File: config.mk
export PLATFORM = sky130hd
export DESIGN_NAME = lpsc_ctrl
export DESIGN_NICKNAME = d
export VERILOG_FILES = /design/src/lpsc_pkg.sv /design/src/lpsc_sync.sv /design/src/lpsc_ctrl.sv
export SDC_FILE = /design/constraint.sdc
export NUM_CORES = 1
export LEC_CHECK = 0
export BUFFER_PORTS_ARGS = -buffer_cell sky130_fd_sc_hd__buf_2
export CAP_MARGIN = 40
export CORE_MARGIN = 2
export CORE_UTILIZATION = 50
export CTS_CLUSTER_DIAMETER = 50
export DETAILED_ROUTE_END_ITERATION = 12
export PLACE_DENSITY = 0.82
export SYNTH_ARGS = -nofsm -noshare
export SYNTH_HDL_FRONTEND = slang
export SYNTH_SLANG_ARGS = --single-unit
File: constraint.sdc
create_clock -name sys_clk_i -period 3.1 [get_ports sys_clk_i]
set_clock_uncertainty 0.15 [all_clocks]
set_input_delay 0.31 -clock sys_clk_i [delete_from_list [all_inputs] [get_ports sys_clk_i]]
set_output_delay 0.31 -clock sys_clk_i [all_outputs]
set_load 0.03 [all_outputs]
File: src/lpsc_pkg.sv
package lpsc_pkg;

    // Power states of the controller.
    typedef enum logic [2:0] {
        LPSC_RUN       = 3'b000,
        LPSC_SG_ACK    = 3'b001,
        LPSC_STOPGNT   = 3'b010,
        LPSC_SLEEP     = 3'b011,
        LPSC_RESUME    = 3'b100,
        LPSC_MGMT_SAVE = 3'b101,
        LPSC_MGMT_ACK  = 3'b110,
        LPSC_MGMT_RUN  = 3'b111
    } lpsc_state_e;

    // Acknowledge transaction codes on the bus request port.
    localparam logic [1:0] LPSC_ACK_NONE    = 2'h0;
    localparam logic [1:0] LPSC_ACK_STOPGNT = 2'h1;
    localparam logic [1:0] LPSC_ACK_MGMT    = 2'h2;

    // Default synchroniser depth and pending-interrupt width.
    localparam int LPSC_SYNC_STAGES = 2;
    localparam int LPSC_IRQ_W       = 8;

    // All-clear value of a pending-interrupt vector of the default width.
    localparam logic [LPSC_IRQ_W-1:0] LPSC_IRQ_ZERO = '0;

endpackage

File: src/lpsc_sync.sv
`timescale 1ns/1ps
module lpsc_sync
    import lpsc_pkg::*;
#(
    parameter int STAGES = LPSC_SYNC_STAGES,
    parameter logic RST_VAL = 1'b1
) (
    // Clock and reset
    input  wire logic sys_clk_i,
    input  wire logic resetn_i,
    // Data
    input  wire logic async_i,
    output logic      sync_o
);
    logic [STAGES-1:0] chain_reg;
    logic [STAGES-1:0] chain_next;

    // A single stage would let a metastable value reach the state machine.
    if (STAGES < 2) begin : g_bad_stages
        $error("lpsc_sync needs at least two stages");
    end

    always_comb begin
        chain_next = {chain_reg[STAGES-2:0], async_i};
    end

    always_ff @(posedge sys_clk_i) begin
        if (!resetn_i) begin
            chain_reg <= {STAGES{RST_VAL}};
        end else begin
            chain_reg <= chain_next;
        end
    end

    assign sync_o = chain_reg[STAGES-1];

endmodule // lpsc_sync

File: src/lpsc_ctrl.sv
// What this block does
// - Stop-clock request moves the core to Stop-Grant and issues a Stop-Grant acknowledge on the bus.
// - In Stop-Grant only the bus unit and interrupt controller clocks run.
// - In Stop-Grant bus snooping goes on and arriving interrupts are latched pending.
// - Removing the stop-clock request restarts all clocks, services pending interrupts, then resumes execution.
// - The stop-clock request may be asynchronous and never affects the bus clock.
// - Sleep request in Stop-Grant enters Sleep with all unit clocks off, only the PLL running.
// - In Sleep snoops, interrupts and stop-clock are ignored; only sleep and reset matter.
// - Removing the sleep request returns to Stop-Grant with bus and interrupt controller clocks restarted.
// - An accepted management interrupt saves state, enters management mode, acknowledges on the bus, runs the handler.
// - Reset forces a known state from any power state, Sleep included.
`timescale 1ns/1ps
module lpsc_ctrl
    import lpsc_pkg::*;
#(
    parameter int IRQ_W = LPSC_IRQ_W
) (
    // Clock and reset
    input  wire logic             sys_clk_i,
    input  wire logic             resetn_i,
    // Requests from system logic
    input  wire logic             stop_clock_request_n_i,
    input  wire logic             sleep_request_n_i,
    input  wire logic             sys_mgmt_interrupt_n_i,
    // Interrupt and snoop sources
    input  wire logic [IRQ_W-1:0] irq_i,
    input  wire logic             snoop_req_i,
    input  wire logic             mgmt_exit_i,
    input  wire logic             state_saved_i,
    input  wire logic             irq_serviced_i,
    input  wire logic             bus_ack_done_i,
    // Clock gating
    output logic                  pll_en_o,
    output logic                  core_clk_en_o,
    output logic                  bus_clk_en_o,
    output logic                  lic_clk_en_o,
    // Bus and core control
    output logic [1:0]            ack_cycle_o,
    output logic                  snoop_en_o,
    output logic [IRQ_W-1:0]      irq_pending_o,
    output logic                  save_state_o,
    output logic                  firmware_mgmt_mode_o,
    output logic                  exec_en_o
);
    if (IRQ_W < 1) begin : g_bad_irq_w
        $error("IRQ_W must be at least one");
    end

    ////////////////////////////////////////////////////////////////////////////////
    logic stop_n_s;
    logic sleep_n_s;
    logic mgmt_irq_n_s;

    lpsc_sync #(.STAGES(LPSC_SYNC_STAGES), .RST_VAL(1'b1)) u_sync_stp (
        .sys_clk_i (sys_clk_i),
        .resetn_i  (resetn_i),
        .async_i   (stop_clock_request_n_i),
        .sync_o    (stop_n_s)
    );
    lpsc_sync #(.STAGES(LPSC_SYNC_STAGES), .RST_VAL(1'b1)) u_sync_slp (
        .sys_clk_i (sys_clk_i),
        .resetn_i  (resetn_i),
        .async_i   (sleep_request_n_i),
        .sync_o    (sleep_n_s)
    );
    lpsc_sync #(.STAGES(LPSC_SYNC_STAGES), .RST_VAL(1'b1)) u_sync_smi (
        .sys_clk_i (sys_clk_i),
        .resetn_i  (resetn_i),
        .async_i   (sys_mgmt_interrupt_n_i),
        .sync_o    (mgmt_irq_n_s)
    );

    ////////////////////////////////////////////////////////////////////////////////
    lpsc_state_e      state_reg,   state_next;
    logic [IRQ_W-1:0] pend_reg,    pend_next;
    logic             mgmt_reg,    mgmt_next;
    logic [1:0]       ack_reg,     ack_next;
    logic             pll_reg,     pll_next;
    logic             core_reg,    core_next;
    logic             bus_reg,     bus_next;
    logic             lic_reg,     lic_next;
    logic             snoop_reg,   snoop_next;
    logic             save_reg,    save_next;
    logic             exec_reg,    exec_next;

    always_comb begin
        state_next = state_reg;
        pend_next  = pend_reg;
        mgmt_next  = mgmt_reg;
        ack_next   = LPSC_ACK_NONE;
        case (state_reg)
            LPSC_RUN: begin
                if (!mgmt_irq_n_s && !mgmt_reg) begin
                    state_next = LPSC_MGMT_SAVE;
                end else if (!stop_n_s) begin
                    state_next = LPSC_SG_ACK;
                end
            end
            LPSC_SG_ACK: begin
                ack_next = LPSC_ACK_STOPGNT;
                if (bus_ack_done_i) begin
                    ack_next   = LPSC_ACK_NONE;
                    state_next = LPSC_STOPGNT;
                end
            end
            LPSC_STOPGNT: begin
                pend_next = pend_reg | irq_i;
                if (stop_n_s) begin
                    state_next = LPSC_RESUME;
                end else if (!sleep_n_s) begin
                    state_next = LPSC_SLEEP;
                end
            end
            LPSC_SLEEP: begin
                if (sleep_n_s) begin
                    state_next = LPSC_STOPGNT;
                end
            end
            LPSC_RESUME: begin
                if (irq_serviced_i || pend_reg == '0) begin
                    pend_next  = '0;
                    // A stop taken inside the handler must return to it, or mode would stick.
                    state_next = mgmt_reg ? LPSC_MGMT_RUN : LPSC_RUN;
                end
            end
            LPSC_MGMT_SAVE: begin
                if (state_saved_i) begin
                    mgmt_next  = 1'b1;
                    state_next = LPSC_MGMT_ACK;
                end
            end
            LPSC_MGMT_ACK: begin
                ack_next = LPSC_ACK_MGMT;
                if (bus_ack_done_i) begin
                    ack_next   = LPSC_ACK_NONE;
                    state_next = LPSC_MGMT_RUN;
                end
            end
            LPSC_MGMT_RUN: begin
                // The handler runs as normal execution; exit returns to RUN.
                if (mgmt_exit_i) begin
                    mgmt_next  = 1'b0;
                    state_next = LPSC_RUN;
                end else if (!stop_n_s) begin
                    state_next = LPSC_SG_ACK;
                end
            end
            default: begin
                state_next = LPSC_RUN;
            end
        endcase
    end

    ////////////////////////////////////////////////////////////////////////////////
    // Outputs are registered from the next state so each leaves a flip-flop.
    always_comb begin
        pll_next   = 1'b1;
        bus_next   = 1'b1;
        lic_next   = 1'b1;
        core_next  = 1'b1;
        snoop_next = 1'b1;
        save_next  = 1'b0;
        exec_next  = 1'b0;
        case (state_next)
            LPSC_STOPGNT: begin
                core_next = 1'b0;
            end
            LPSC_SLEEP: begin
                core_next  = 1'b0;
                bus_next   = 1'b0;
                lic_next   = 1'b0;
                snoop_next = 1'b0;
            end
            LPSC_RUN, LPSC_MGMT_RUN: begin
                exec_next = 1'b1;
            end
            LPSC_MGMT_SAVE: begin
                save_next = 1'b1;
            end
            default: begin
                core_next = 1'b1;
            end
        endcase
    end

    always_ff @(posedge sys_clk_i) begin
        if (!resetn_i) begin
            state_reg <= LPSC_RUN;
            pend_reg  <= '0;
            mgmt_reg  <= 1'b0;
            ack_reg   <= LPSC_ACK_NONE;
            pll_reg   <= 1'b1;
            core_reg  <= 1'b1;
            bus_reg   <= 1'b1;
            lic_reg   <= 1'b1;
            snoop_reg <= 1'b1;
            save_reg  <= 1'b0;
            exec_reg  <= 1'b1;
        end else begin
            state_reg <= state_next;
            pend_reg  <= pend_next;
            mgmt_reg  <= mgmt_next;
            ack_reg   <= ack_next;
            pll_reg   <= pll_next;
            core_reg  <= core_next;
            bus_reg   <= bus_next;
            lic_reg   <= lic_next;
            snoop_reg <= snoop_next;
            save_reg  <= save_next;
            exec_reg  <= exec_next;
        end
    end

    assign pll_en_o             = pll_reg;
    assign core_clk_en_o        = core_reg;
    assign bus_clk_en_o         = bus_reg;
    assign lic_clk_en_o         = lic_reg;
    assign ack_cycle_o          = ack_reg;
    assign snoop_en_o           = snoop_reg;
    assign irq_pending_o        = pend_reg;
    assign save_state_o         = save_reg;
    assign firmware_mgmt_mode_o = mgmt_reg;
    assign exec_en_o            = exec_reg;
endmodule // lpsc_ctrl

Word level (Yosys, flattened, before mapping)
Cells that the tools add are included.

operators by class
  multiplexer cells = 24
  eq/ne operators = 14
  bitwise gates (word level) = 1
  reductions and logical operators = 13

operators with widths
  cell                  count
  $mux W3               11
  $pmux W3 S8           1
  $eq A3 B3 Y1 const B  6
  $pmux W8 S2           1
  $eq A3 B2 Y1 const B  4
  $logic_not A8 Y1      1
  $mux W8               1
  $or A8 B8 Y8          1
  $mux W1               7
  $logic_not A3 Y1      2
  $ne A2 B2 Y1 const B  3
  $pmux W2 S2           1
  $reduce_bool A2 Y1    2
  $reduce_or A2 Y1      2
  $eq A3 B1 Y1 const B  1
  $reduce_and A3 Y1     1
  $logic_not A1 Y1      2
  $mux W2               1
  $pmux W1 S2           1
  $reduce_and A2 Y1     1
  $logic_and A1 B1 Y1   1
  $logic_or A1 B1 Y1    1

storage, ports and cells
  input bits = 18
  output and inout port bits = 18
  word-level logic and storage cells = 63
  flip-flop bits (word level) = 24

Longest topological paths before layout
  depth after elaboration = 7
  depth in mapped cells = 6
  depth with buffers taken out = 5

Cells and area by module
A second synthesis with hierarchy kept.

second synthesis, totals
  cell total of the unflattened synthesis = 110
  area total of the unflattened synthesis = 987.2 um^2

modules (own cells, without submodules)
  module     cells an instance  seq. area each (um^2)  instances  area an instance (um^2)
  lpsc_ctrl  98                 360.3                  1          829.5
  lpsc_sync  4                  40.0                   3          52.6

Worst setup path before layout
OpenSTA, ideal clock, no wires.

  path kind = register -> register
  from = register pend_reg[7], in the netlist irq_pending_o[7]
  to = register save_reg, in the netlist save_state_o
  buffers on the path = 0
  cell stages (with the launch flop) = 6
  arrival time = 1,353 ps
  clock period less this slack = 1,590 ps
  setup slack = 1,510 ps
  library setup time = 87 ps
  path through = dfxtp_1 -> nor4_1 -> a21o_1 -> nand2_1 -> nand2_1 -> nor4b_2

on the way
  cells in the longest elaborated chain, start to end = 6

RTL lines
  what                      RTL line          source
  start: declaration        lpsc_ctrl.sv:75   logic [IRQ_W-1:0] pend_reg, pend_next;
  start signal: assignment  lpsc_ctrl.sv:201  pend_reg <= pend_next;
  $logic_not A8 Y1          lpsc_ctrl.sv:120  if (irq_serviced_i || pend_reg == '0) begin
  $logic_or A1 B1 Y1        lpsc_ctrl.sv:120
  $mux W3                   lpsc_ctrl.sv:120
  $pmux W3 S8               lpsc_ctrl.sv:91   case (state_reg)
  $eq A3 B3 Y1              lpsc_ctrl.sv:164  case (state_next)
  $mux W1                   lpsc_ctrl.sv:164
  end signal: assignment    lpsc_ctrl.sv:209  save_reg <= save_next;
  end: declaration          lpsc_ctrl.sv:83   logic save_reg, save_next;

No other way between the ends.
A chain may end at the register's enable or synchronous reset.

Worst setup path after layout
  from = register state_reg[0]
  to = register exec_reg, in the netlist exec_en_o

on the way
  cells in the longest elaborated chain, start to end = 6
  elaborated cells between the ends (all ways) = 23

RTL lines
  what                                              RTL line                                             source
  start: declaration                                lpsc_ctrl.sv:74                                      lpsc_state_e state_reg, state_next;
  start signal: assignment                          lpsc_ctrl.sv:200                                     state_reg <= state_next;
  $mux W3 (on tied branches)                        lpsc_ctrl.sv:95, lpsc_ctrl.sv:144, lpsc_ctrl.sv:110
  $mux W3 (on tied branches)                        lpsc_ctrl.sv:141, lpsc_ctrl.sv:93, lpsc_ctrl.sv:108
  $pmux W3 S8 (*)                                   lpsc_ctrl.sv:91
  $eq A3 B3 Y1 or $logic_not A3 Y1 (tied branches)  lpsc_ctrl.sv:164
  $reduce_or A2 Y1 (*)                              lpsc_ctrl.sv:164
  $mux W1 (*)                                       lpsc_ctrl.sv:164
  end signal: assignment                            lpsc_ctrl.sv:210                                     exec_reg <= exec_next;
  end: declaration                                  lpsc_ctrl.sv:84                                      logic exec_reg, exec_next;

Every way passes the cells marked *; elsewhere a longest branch is shown, timed or not.

==> summary.txt <==
Asr flop ratio synth - 0%
Layout area overhead - 18.5%
Row cnt - 16
Remaining routing DRC violations - 0
Power Dens Cells - 912 nW/um^2
R2R Setup Slk - 1360 ps
Pre-CTS WS - 1380 ps
CTS Root Cell - clkbuf_4
Number of global-route vias before repair - 653
Drt pass-1 iters - 4
TritonCTS clock tree - done
Clock sink count - 24
Grt total ovfl - 0
CP Max Fanout - 12
Die height - 48.3 microns
Overall power - 0.00106 W
CP delay by family, top - compound AO/OA/AOI/OAI gates
First-pass GRT wire length - 2.63 mm
Avg Cell Area, Syn - 9.43 sq um
Gr usage total - 16.1%
Maximum VDD drop - 0.482 mV
Main synth FF type - dfxtp_1
Max-cap viol count - 0
Number of flip-flops in the largest register - 8
R2r worst-path depth - 4
Slowest CP cell - dfxtp_1
Layout cell share with drive strength beyond 1 - 32.8%
DR iter-0 viols - 13
GRT met1 Usage - 18.1%
Final setup fails - 0
GRT busiest layer - met2
Clock transition at path regs - 130 ps
Hold Path Class - in2reg
Yosys warnings - 0
Post CTS Setup Buffer Count - 0
Status - completed
Final nets - 153
Tcrit/Tclk final - 56.2%
Initial antenna violation count - 0
Vias per cell - 5.25
Setup WS post-layout - 1360 ps
Slowest cell delay on critical path - 560 ps
GR met3 Demand/Resource - 4.44%
Post-synthesis sequential area ratio - 49.0%
F_max - 574 MHz
CP Cell Sequence - and2b_1, a221o_1, o211a_1, a22oi_1
Starting Density - 51.6%
Post-Syn Area - 981 sq um
IO buf count - 33
Mapped Nets - 122
CTS max path bufs - 2
Final-report hold violation count - 0
Synth area leaders - dfxtp_1 (49%), a21oi_1 (5.6%), nand2b_1 (4.5%), nor2_1 (4.2%), buf_4 (2.3%)
H-tree depth - 1
Worst setup SP type - flip-flop
Vias after detailed routing - 846
Dominant cell type by area after synthesis - dfxtp_1
Hold Crit Depth - 2
Detailed Route WL - 1.84 mm
Clk Latency, worst-skew pair - 310 ps
Share of the synthesized area in the top cell type - 49.0%
Critical path class - reg2reg
Post-synth EDFFs - 0
WP buf/inv - 0
Yosys cell types - 41
Minimum clock period - 1740 ps
IO Pins - 36
Post-synthesis register bit count - 24
Hpwl dp - 1.34 mm
Die width - 48.3 microns
Gp weighted congestion - 0.780
Required time worst endpoint - 3200 ps
Most frequent cells after synthesis - dfxtp_1 (24), a21oi_1 (11), nor2_1 (11)
Worst path depth - 4
Cells after synthesis - 104
Wire per inst - 11.4 microns
Post-CTS Resized - 0
Diode count - 0
Slew Viols, Final - 0
Cell leakage power - 0.517 nW
Cts bufs inserted - 3
Met2 Use GR - 29.2%
Post-route ant nets - 0
DIE AREA - 2330 sq um
Critical Path Sink Type - flip-flop
Unrepaired setup endpoints after global routing - false
Largest net degree at the start of global routing - 16
Final TNS setup - 0 ps
Core area - 1900 sq um
Cell with the most instances after synthesis - dfxtp_1
Hold-fix buffers, CTS - 0
CP arrival - 1840 ps
cell families (layout without fill, tap and decap cells):
logic type      Yosys count  count (layout)  share of synthesized area (%)
compound gates           26              26                           17.7
buf+inv                  10              40                           6.63
flops                    24              24                           49.0
mux                       1               1                           1.02
other cells               1               1                          0.382
simple gates             42              42                           25.3
cell usage in the layout (no fill, tap or decap), types with 2 or more instances in the layout:
cell      instances
nor2_1           11
or3_1             2
buf_2            33
nor4_1            2
nand2_1           5
o21a_1            2
dfxtp_1          24
nand3_1           2
a31oi_1           2
inv_1             2
o21ai_1           2
nand2b_1          7
clkbuf_4          3
a21oi_1          11
metal layers:
metal	routed length, microns	vias up
met5	0	-
met4	25	0
met3	95	5
li1	-	420
met2	928	30
met1	787	391
final cells by class:
| class | count | area (sq um) |
|---|---|---|
| clock buffers | 4 | 36.3 |
| repair buffers | 33 | 165 |
| inverters | 3 | 11.3 |
| flip-flops and latches | 24 | 480 |
| fillers | 169 | 739 |
| well taps | 27 | 33.8 |
| multi-input cells | 70 | 435 |
worst reg2reg max path: cells and delay by family, from the launching register on:
| kind | cells | cell delay [ps] |
|---|---|---|
| AOI/OAI and AO/OA | 3 | 700 |
| DFF | 1 | 560 |
| and+or+nand+nor | 1 | 270 |
worst paths after layout:
| kind | startpoint | endpoint |
|---|---|---|
| setup / recovery | state_reg[0] | exec_en_o |
| hold / removal | sleep_request_n_i | u_sync_slp.chain_reg[0] |
| setup reg to reg | state_reg[0] | exec_en_o |
| hold reg to reg | u_sync_smi.chain_reg[0] | u_sync_smi.chain_reg[1] |
power by group:
part	total, W	internal (W)	switching (W)
Clock	0.000160	0.0000717	0.0000883
Sequential	0.000447	0.000373	0.0000734
Combinational	0.000454	0.000178	0.000276
Total	0.00106	0.000623	0.000438
metrics by stage:
stage / utilization (%) / hold WS [ps] / cell area, sq um / std cells
6_report: 61.1 / 26.1 / 1160 / 161
5_1_grt: 61.1 / 16.6 / 1160 / 161
4_1_cts: 61.1 / 24.4 / 1160 / 161
3_5_place_dp: 59.2 / 246 / 1130 / 157
3_3_place_gp: 59.2 / 240 / 1130 / 157
2_1_floorplan: - / 233 / 981 / 104
No activity file was read; power rests on OpenSTA's default activity.
